**src/shared/bud_pkg.sv**
```systemverilog
// ----------------------------------------------------------------
// shared definitions of the 12-bit up/down counter
// ----------------------------------------------------------------
package bud_pkg;

   // ----------------------------------------------------------------
   // widths
   // ----------------------------------------------------------------
   localparam int CNT_W = 12;
   localparam int ADDR_W = 4;
   localparam int DATA_W = 32;
   localparam int STEPS_W = 16;
   localparam int LOWCNT_W = 8;

   // ----------------------------------------------------------------
   // register offsets (byte addresses)
   // ----------------------------------------------------------------
   localparam logic [ADDR_W-1:0] OFF_COUNT = 4'h0;
   localparam logic [ADDR_W-1:0] OFF_PRESET = 4'h4;
   localparam logic [ADDR_W-1:0] OFF_CTRL = 4'h8;
   localparam logic [ADDR_W-1:0] OFF_STEPS = 4'hC;

   // ----------------------------------------------------------------
   // field positions
   // ----------------------------------------------------------------
   localparam int COUNT_TERM_BIT = 12;
   localparam int COUNT_DIR_BIT = 13;
   localparam int COUNT_EN_BIT = 14;
   localparam int COUNT_LOAD_BIT = 15;
   localparam int CTRL_LOAD_BIT = 0;
   localparam int CTRL_SRC_BIT = 1;
   localparam int CTRL_GATE_BIT = 2;

   // ----------------------------------------------------------------
   // reset values and boundaries
   // ----------------------------------------------------------------
   localparam logic [CNT_W-1:0] RST_COUNT = 12'h000;
   localparam logic [CNT_W-1:0] RST_PRESET = 12'h000;
   localparam logic [STEPS_W-1:0] RST_STEPS = 16'h0000;
   localparam logic [CNT_W-1:0] CNT_MAX = 12'hFFF;
   localparam logic [CNT_W-1:0] CNT_MIN = 12'h000;
   localparam logic [15:0] RST_PINS = 16'h2000;

   // ----------------------------------------------------------------
   // timing
   // ----------------------------------------------------------------
   localparam int CLK_PERIOD_PS = 4000;
   localparam int CNT_LOW_MIN_NS = 50;
   localparam int LOAD_MIN_NS = 50;
   localparam int CNT_LOW_MIN_CYC = (CNT_LOW_MIN_NS * 1000 + CLK_PERIOD_PS - 1) / CLK_PERIOD_PS;
   localparam int LOAD_MIN_CYC = (LOAD_MIN_NS * 1000 + CLK_PERIOD_PS - 1) / CLK_PERIOD_PS;

   // ----------------------------------------------------------------
   // carriers
   // ----------------------------------------------------------------
   typedef struct packed {
      logic count_in;
      logic enable;
      logic load_n;
      logic dir_down;
      logic [CNT_W-1:0] data;
   } bud_pins_s;

   typedef struct packed {
      logic gate_en;
      logic preset_src;
   } bud_ctrl_s;

   localparam bud_ctrl_s RST_CTRL = '{gate_en: 1'b1, preset_src: 1'b0};

   // boundary for the current direction: all ones up, all zeros down
   function automatic logic bud_is_term(input logic [CNT_W-1:0] cnt, input logic dir_down);
      bud_is_term = dir_down ? (cnt == CNT_MIN) : (cnt == CNT_MAX);
   endfunction

endpackage
```
**src/hdl/bud_counter.sv**
```systemverilog
`timescale 1ns/1ps
module bud_counter #(
   parameter int CNT_W = bud_pkg::CNT_W,
   parameter int STEPS_W = bud_pkg::STEPS_W
) (
   // clock and reset
   input wire logic MCLK_I,
   input wire logic RST_N_I,
   // avalon-mm slave
   input wire logic [bud_pkg::ADDR_W-1:0] AVS_ADDRESS_I,
   input wire logic AVS_READ_I,
   input wire logic AVS_WRITE_I,
   input wire logic [3:0] AVS_BYTEENABLE_I,
   input wire logic [bud_pkg::DATA_W-1:0] AVS_WRITEDATA_I,
   output logic [bud_pkg::DATA_W-1:0] AVS_READDATA_O,
   output logic AVS_WAITREQUEST_O,
   // counter pins
   input wire logic COUNT_IN_I,
   input wire logic ENABLE_I,
   input wire logic LOAD_N_I,
   input wire logic UP_DOWN_I,
   input wire logic [CNT_W-1:0] DATA_I,
   // counter outputs
   output logic [CNT_W-1:0] COUNT_O,
   output logic CARRY_O,
   output logic MAX_MIN_O
);

   // ----------------------------------------------------------------
   // pin synchronisation
   // ----------------------------------------------------------------
   bud_pkg::bud_pins_s pins_raw;
   bud_pkg::bud_pins_s pins;
   logic [15:0] pins_sync;

   // all pins arrive from outside the clock domain
   always_comb begin
      pins_raw.count_in = COUNT_IN_I;
      pins_raw.enable = ENABLE_I;
      pins_raw.load_n = LOAD_N_I;
      pins_raw.dir_down = UP_DOWN_I;
      pins_raw.data = DATA_I;
   end

   bud_sync #(
      .W(16),
      .RST_VAL(bud_pkg::RST_PINS)
   ) u_sync (
      .clk_i(MCLK_I),
      .rst_n_i(RST_N_I),
      .async_i(pins_raw),
      .sync_o(pins_sync)
   );

   assign pins = pins_sync;

   // ----------------------------------------------------------------
   // register state
   // ----------------------------------------------------------------
   logic [CNT_W-1:0] count_reg;
   logic [CNT_W-1:0] count_next;
   logic term_reg;
   logic term_next;
   logic carry_reg;
   logic carry_next;
   logic lvl_prev_reg;
   logic lvl_prev_next;
   logic [bud_pkg::LOWCNT_W-1:0] low_cnt_reg;
   logic [bud_pkg::LOWCNT_W-1:0] low_cnt_next;
   logic [STEPS_W-1:0] steps_reg;
   logic [STEPS_W-1:0] steps_next;
   logic [CNT_W-1:0] preset_reg;
   logic [CNT_W-1:0] preset_next;
   bud_pkg::bud_ctrl_s ctrl_reg;
   bud_pkg::bud_ctrl_s ctrl_next;
   logic ack_reg;
   logic ack_next;
   logic [bud_pkg::DATA_W-1:0] rdata_reg;
   logic [bud_pkg::DATA_W-1:0] rdata_next;

   // ----------------------------------------------------------------
   // bus decode
   // ----------------------------------------------------------------
   logic req;
   logic wr_go;
   logic rd_cap;
   logic [bud_pkg::ADDR_W-1:0] addr_w;
   logic sw_load;
   logic steps_clr;

   // one wait cycle: request seen, answered at the following edge
   assign req = AVS_READ_I | AVS_WRITE_I;
   assign wr_go = AVS_WRITE_I & ack_reg;
   assign rd_cap = AVS_READ_I & ~ack_reg;
   assign addr_w = {AVS_ADDRESS_I[bud_pkg::ADDR_W-1:2], 2'h0};

   // software load is a write of one to the load bit of the control word
   assign sw_load = wr_go && (addr_w == bud_pkg::OFF_CTRL) && AVS_BYTEENABLE_I[0]
      && AVS_WRITEDATA_I[bud_pkg::CTRL_LOAD_BIT];
   assign steps_clr = wr_go && (addr_w == bud_pkg::OFF_STEPS) && (AVS_BYTEENABLE_I != 4'h0);

   // ----------------------------------------------------------------
   // count edge qualification
   // ----------------------------------------------------------------
   logic low_ok;
   logic cnt_edge;
   logic step;
   logic load_act;
   logic [CNT_W-1:0] load_val;

   // a rise is a count only after the input sat low long enough; short
   // lows are treated as noise since the driver keeps the minimum low time
   assign low_ok = (low_cnt_reg >= bud_pkg::LOWCNT_W'(bud_pkg::CNT_LOW_MIN_CYC));
   assign cnt_edge = pins.count_in & ~lvl_prev_reg & low_ok;
   // a rise that meets a load is neither applied nor counted as a step
   assign step = cnt_edge & pins.enable & ctrl_reg.gate_en & ~load_act;

   // pin load copies the data pins, or the preset word when selected
   assign load_act = ~pins.load_n | sw_load;
   assign load_val = (sw_load | ctrl_reg.preset_src) ? preset_reg : pins.data;

   // edge tracking; the low counter saturates so it never wraps
   always_comb begin
      lvl_prev_next = pins.count_in;
      low_cnt_next = low_cnt_reg;
      if (pins.count_in) begin
         low_cnt_next = '0;
      end else if (!low_ok) begin
         low_cnt_next = low_cnt_reg + 1'b1;
      end
   end

   always_ff @(posedge MCLK_I) begin
      if (!RST_N_I) begin
         lvl_prev_reg <= 1'b0;
         low_cnt_reg <= '0;
      end else begin
         lvl_prev_reg <= lvl_prev_next;
         low_cnt_reg <= low_cnt_next;
      end
   end

   // ----------------------------------------------------------------
   // count core
   // ----------------------------------------------------------------
   // load is checked first, so it overrides any step in the same cycle;
   // direction only picks the step sign and never touches the value
   always_comb begin
      count_next = count_reg;
      if (load_act) begin
         count_next = load_val;
      end else if (step) begin
         if (pins.dir_down) begin
            count_next = count_reg - 1'b1;
         end else begin
            count_next = count_reg + 1'b1;
         end
      end
   end

   // flag tracks the new count against the present direction, so a
   // direction change alone moves the flag but not the count
   always_comb begin
      term_next = bud_pkg::bud_is_term(count_next, pins.dir_down);
   end

   // carry follows the input level while at the boundary; the old count is
   // used so the wrapping edge itself passes through to the next stage
   always_comb begin
      carry_next = pins.count_in & ~load_act
         & bud_pkg::bud_is_term(count_reg, pins.dir_down);
   end

   // accepted step count for software, clear with a step in the same cycle leaves one
   always_comb begin
      steps_next = steps_reg;
      if (steps_clr) begin
         steps_next = step ? STEPS_W'(1) : '0;
      end else if (step) begin
         steps_next = steps_reg + 1'b1;
      end
   end

   always_ff @(posedge MCLK_I) begin
      if (!RST_N_I) begin
         count_reg <= bud_pkg::RST_COUNT;
         term_reg <= 1'b0;
         carry_reg <= 1'b0;
         steps_reg <= bud_pkg::RST_STEPS;
      end else begin
         count_reg <= count_next;
         term_reg <= term_next;
         carry_reg <= carry_next;
         steps_reg <= steps_next;
      end
   end

   // ----------------------------------------------------------------
   // software registers
   // ----------------------------------------------------------------
   // preset and control honour byte enables; count is read only
   always_comb begin
      preset_next = preset_reg;
      ctrl_next = ctrl_reg;
      if (wr_go && addr_w == bud_pkg::OFF_PRESET) begin
         if (AVS_BYTEENABLE_I[0]) begin
            preset_next[7:0] = AVS_WRITEDATA_I[7:0];
         end
         if (AVS_BYTEENABLE_I[1]) begin
            preset_next[CNT_W-1:8] = AVS_WRITEDATA_I[CNT_W-1:8];
         end
      end
      if (wr_go && addr_w == bud_pkg::OFF_CTRL && AVS_BYTEENABLE_I[0]) begin
         ctrl_next.preset_src = AVS_WRITEDATA_I[bud_pkg::CTRL_SRC_BIT];
         ctrl_next.gate_en = AVS_WRITEDATA_I[bud_pkg::CTRL_GATE_BIT];
      end
   end

   always_ff @(posedge MCLK_I) begin
      if (!RST_N_I) begin
         preset_reg <= bud_pkg::RST_PRESET;
         ctrl_reg <= bud_pkg::RST_CTRL;
      end else begin
         preset_reg <= preset_next;
         ctrl_reg <= ctrl_next;
      end
   end

   // ----------------------------------------------------------------
   // bus handshake and read data
   // ----------------------------------------------------------------
   // read data is captured in the wait cycle and stands at the answer edge;
   // unmapped offsets read as zero and ignore writes
   always_comb begin
      ack_next = req & ~ack_reg;
      rdata_next = rdata_reg;
      if (rd_cap) begin
         rdata_next = '0;
         unique case (addr_w)
            bud_pkg::OFF_COUNT: begin
               rdata_next[CNT_W-1:0] = count_reg;
               rdata_next[bud_pkg::COUNT_TERM_BIT] = term_reg;
               rdata_next[bud_pkg::COUNT_DIR_BIT] = pins.dir_down;
               rdata_next[bud_pkg::COUNT_EN_BIT] = pins.enable;
               rdata_next[bud_pkg::COUNT_LOAD_BIT] = ~pins.load_n;
            end
            bud_pkg::OFF_PRESET: begin
               rdata_next[CNT_W-1:0] = preset_reg;
            end
            bud_pkg::OFF_CTRL: begin
               rdata_next[bud_pkg::CTRL_SRC_BIT] = ctrl_reg.preset_src;
               rdata_next[bud_pkg::CTRL_GATE_BIT] = ctrl_reg.gate_en;
            end
            bud_pkg::OFF_STEPS: begin
               rdata_next[STEPS_W-1:0] = steps_reg;
            end
            default: begin
               rdata_next = '0;
            end
         endcase
      end
   end

   always_ff @(posedge MCLK_I) begin
      if (!RST_N_I) begin
         ack_reg <= 1'b0;
         rdata_reg <= '0;
      end else begin
         ack_reg <= ack_next;
         rdata_reg <= rdata_next;
      end
   end

   // ----------------------------------------------------------------
   // outputs
   // ----------------------------------------------------------------
   // waitrequest is combinational so an idle bus sees it low
   assign AVS_WAITREQUEST_O = req & ~ack_reg;
   assign AVS_READDATA_O = rdata_reg;
   assign COUNT_O = count_reg;
   assign CARRY_O = carry_reg;
   assign MAX_MIN_O = term_reg;

endmodule

```
**src/hdl/bud_sync.sv**
```systemverilog
`timescale 1ns/1ps
// ----------------------------------------------------------------
// two-flop synchroniser for pin levels
// ----------------------------------------------------------------
module bud_sync #(
   parameter int W = 16,
   parameter logic [W-1:0] RST_VAL = '0
) (
   // clock and reset
   input wire logic clk_i,
   input wire logic rst_n_i,
   // levels
   input wire logic [W-1:0] async_i,
   output logic [W-1:0] sync_o
);

   logic [W-1:0] meta_reg;
   logic [W-1:0] meta_next;
   logic [W-1:0] sync_reg;
   logic [W-1:0] sync_next;

   // first stage feeds only the second stage
   always_comb begin
      meta_next = async_i;
      sync_next = meta_reg;
   end

   // reset value chosen so no load or edge is seen on release
   always_ff @(posedge clk_i) begin
      if (!rst_n_i) begin
         meta_reg <= RST_VAL;
         sync_reg <= RST_VAL;
      end else begin
         meta_reg <= meta_next;
         sync_reg <= sync_next;
      end
   end

   assign sync_o = sync_reg;

endmodule

```
**config.mk**
```make
export PLATFORM = sky130hd
export DESIGN_NAME = bud_counter
export DESIGN_NICKNAME = d
export VERILOG_FILES = /design/src/shared/bud_pkg.sv /design/src/hdl/bud_counter.sv /design/src/hdl/bud_sync.sv
export SDC_FILE = /design/constraint.sdc
export NUM_CORES = 1
export LEC_CHECK = 0
export ABC_AREA = 0
export BUFFER_PORTS_ARGS = -buffer_cell sky130_fd_sc_hd__buf_2
export CAP_MARGIN = 20
export CORE_ASPECT_RATIO = 1.4
export CORE_MARGIN = 2
export CORE_UTILIZATION = 40
export CTS_CLUSTER_DIAMETER = 80
export DETAILED_ROUTE_END_ITERATION = 16
export SETUP_SLACK_MARGIN = 0.2
export SLEW_MARGIN = 25
export SYNTH_ARGS = -nofsm -noshare
export SYNTH_HDL_FRONTEND = slang
export SYNTH_HIERARCHICAL = 1
export SYNTH_SLANG_ARGS = --single-unit
```
**constraint.sdc**
```tcl
create_clock -name MCLK_I -period 4.9 [get_ports MCLK_I]
set_clock_uncertainty 0.1 [all_clocks]
set_input_delay 0.49 -clock MCLK_I [delete_from_list [all_inputs] [get_ports MCLK_I]]
set_output_delay 0.49 -clock MCLK_I [all_outputs]
set_load 0.02 [all_outputs]
```
==> impl_metrics.csv <==
group,metric,value,unit
layout,drive_above_1_share,17.3,%
clock_network,cts_tree,"built",
setup_path,cp-start-kind,"flip-flop",
yosys,synth_seq_cells,102,
setup_path,critPathKind,"reg -> reg",
clock_network,clkTransAtPathRegs,0.07,ns
layout,finalNonFillerCells,749,
power_and_ir_drop,irDropWorstVdd,146,uV
floorplan,fp.dieH,134,um
placed_design,place.gp.congestion,0.931,
routing,wl_per_cell,16.6,um
yosys,yosysTopAreaCellShare,42.6,%
run_status,status,"finished clean",
yosys,synthArstFlopShare,0,%
setup_path,crit_chain,"ha_1 -> and3_1 -> a211o_1 -> or4_2 -> o311a_1 -> xnor2_1 -> o211ai_1 -> o21ai_0 -> or4_1 -> mux2i_1",
placed_design,place_hpwl,9360,um
floorplan,rows,47,
timing,worst_pin_slew,0.932,ns
floorplan,io_pins,107,
yosys,synth.distinct_cells,66,
clock_network,cts.path.max_buffers,2,
yosys,synth-edff-count,0,
global_route,grt_max_degree,43,
setup_path,max_stage_delay,0.73,ns
floorplan,die_x,96.5,um
yosys,synth.area.top_cells,"dfxtp_1 (43%), ha_1 (5.0%), nand2_1 (4.5%)",
clock_network,cts_resized,0,
power_and_ir_drop,p_leak,2.33,nW
yosys,syn_avg_cell_area,8.91,um2
routing,vias_per_cell,5.38,
timing,fmax,273,MHz
global_route,antenna_found_initial,0,
global_route,grt_pass1_vias,3785,
yosys,netlist_area,0.00480,mm2
timing,layout_min_cycle_time,3.66,ns
yosys,synth_warnings,6,
clock_network,cts.sinks,102,
timing,drv_slew,0,
global_route,grt_pass1_wl,19500,um
clock_network,cts_buffers,9,
setup_path,cp.arrival,3.84,ns
power_and_ir_drop,p_per_area,316,mW/mm2
yosys,yosys.area_share.simple,24.6,%
yosys,yosysMostFrequentCell,"dfxtp_1",
clock_network,root_buffer,"clkbuf_16",
routing,totalWireLength,12400,um
timing,hold_violations,0,
yosys,yosysTopAreaCell,"dfxtp_1",
routing,antenna_left,0,
setup_path,cp-end-kind,"flip-flop",
setup_path,critPathMaxFanout,15,
min_path,hold_path.class,"in -> reg",
routing,dr_total_vias,4032,
floorplan,initial_core_util,40.8,%
setup_path,cpLargestDelayFamily,"simple AND/OR/NAND/NOR gates",
timing,tns,0,ns
placed_design,dpl.cell_count,733,
floorplan,die_area,0.0129,mm2
setup_path,crit_buf_inv,0,
yosys,synth-xor-area-share,4.20,%
yosys,synth.area.mux_share,1.90,%
clock_network,post_cts_buffers,0,
global_route,grtUsageTotal,19.9,%
layout,nets,677,
timing,finalCritPeriodShare,74.7,%
yosys,synth_compound_area_share,15.8,%
setup_path,required,5.08,ns
yosys,synth-main-ff-cell,"dfxtp_1",
placed_design,io_buffers,68,
job,maxCapViolations,0,
clock_network,cts_hold_buffers,0,
yosys,synth_common_cells,"dfxtp_1 (102), nand2_1 (57), nor2_1 (43)",
clock_network,cts_max_level,3,
layout,diodes,0,
setup_path,ff2ff_setup_slack,1.24,ns
yosys,synth_top_family_by_area,"simple AND/OR/NAND/NOR gates",
power_and_ir_drop,power,1.73,mW
layout,area_growth,14.0,%
setup_path,crit_path_top_delay_cell,"dfxtp_1",
global_route,grt-ovfl-total,0,
timing,max-slew-margin-rel,37.9,%
yosys,syn_inst,538,
clock_network,worstSkewPairLatency,0.35,ns
routing,firstDrtPassIters,5,
timing,rsz0062_at_grt,"no",
yosys,synth_seq_area_share,42.6,%
yosys,synth_fa_ha_area_share,5.37,%
routing,drt-initial-drc-count,222,
floorplan,coreArea,0.0118,mm2
routing,drc,0,
timing,setup_violations,0,
## cells in the final DEF (no fill, tap or decap), types with 5 or more instances in the layout
| master | Yosys | layout |
|---|---|---|
| inv_1 | 15 | 15 |
| buf_2 | 1 | 68 |
| a31oi_1 | 5 | 5 |
| or3_1 | 15 | 15 |
| mux2i_1 | 8 | 8 |
| o22ai_1 | 5 | 5 |
| xor2_1 | 16 | 16 |
| and2_1 | 33 | 33 |
| xnor2_1 | 7 | 7 |
| and3_1 | 8 | 8 |
| a21oi_1 | 36 | 36 |
| and2_2 | 6 | 6 |
| nor2_1 | 43 | 43 |
| ha_1 | 19 | 19 |
| nand4_1 | 14 | 14 |
| o21ai_0 | 12 | 12 |
| nand2_1 | 57 | 57 |
| clkbuf_16 | 0 | 9 |
| a22oi_1 | 9 | 9 |
| a222oi_1 | 10 | 10 |
| dfxtp_1 | 102 | 102 |
| conb_1 | 1 | 16 |
| nor3_1 | 8 | 8 |
## kinds of logic (layout without fill, tap and decap cells)
group / count (synthesis) / after routing
buffers and inverters: 51 / 100
xor gates and xnor gates: 23 / 23
other: 1 / 16
and+or+nand+nor: 223 / 223
AOI/OAI and AO/OA: 109 / 109
muxes: 9 / 9
adders and majority gates: 20 / 20
DFF: 102 / 102
## power breakdown
part | switching (mW) | internal, mW | total, mW
combinational | 0.0954 | 0.0561 | 0.151
clock | 0.334 | 0.367 | 0.701
sequential | 0.0232 | 0.850 | 0.873
total | 0.453 | 1.27 | 1.73
## area by class of cell
cell class                 count  area (um2)
clock inverter                 6        51.3
tap                          147         184
timing repair buffer          69         348
inverter                      15        56.3
clock buffer                  10         239
sequential                   102        2040
fill                        1182        6290
multi-input combinational    400        2550
## per-layer routing
| layer | GRT usage, % | vias up | wire length [um] |
|---|---|---|---|
| li1 | - | 2005 | - |
| met1 | 24.0 | 1854 | 4880 |
| met2 | 32.9 | 138 | 6220 |
| met3 | 3.73 | 35 | 757 |
| met4 | 10.5 | 0 | 554 |
| met5 | 0 | - | 0 |
## per-stage QoR
step / setup slack (ns) / hold slack [ns] / util (%) / instance area, um2
global placement: 1.35 / 0.288 / 44.0 / 5180
floorplan: 1.68 / 0.285 / - / 4850
global route: 1.06 / 0.222 / 46.5 / 5470
finish: 1.24 / 0.219 / 46.5 / 5470
detailed placement: 1.32 / 0.291 / 44.0 / 5180
CTS: 1.28 / 0.216 / 46.5 / 5470
## path summary, 6_finish.rpt
kind,startpoint,endpoint,cells after the start
max,u_sync/sync_o[12]$_SDFF_PN0_,MAX_MIN_O$_SDFF_PN0_,10
min,LOAD_N_I,u_sync/meta_reg[13]$_SDFF_PN1_,2
max reg2reg,u_sync/sync_o[12]$_SDFF_PN0_,MAX_MIN_O$_SDFF_PN0_,10
min reg2reg,u_sync/meta_reg[13]$_SDFF_PN1_,u_sync/sync_o[13]$_SDFF_PN1_,1
## worst reg2reg max path: stages (launching register included)
cell and delay, ns:
dfxtp_1 0.73, ha_1 0.41, and3_1 0.20, a211o_1 0.35, or4_2 0.57, o311a_1 0.15, xnor2_1 0.13, o211ai_1 0.15
o21ai_0 0.15, or4_1 0.50, mux2i_1 0.14
(Power assumes the default switching activity.)
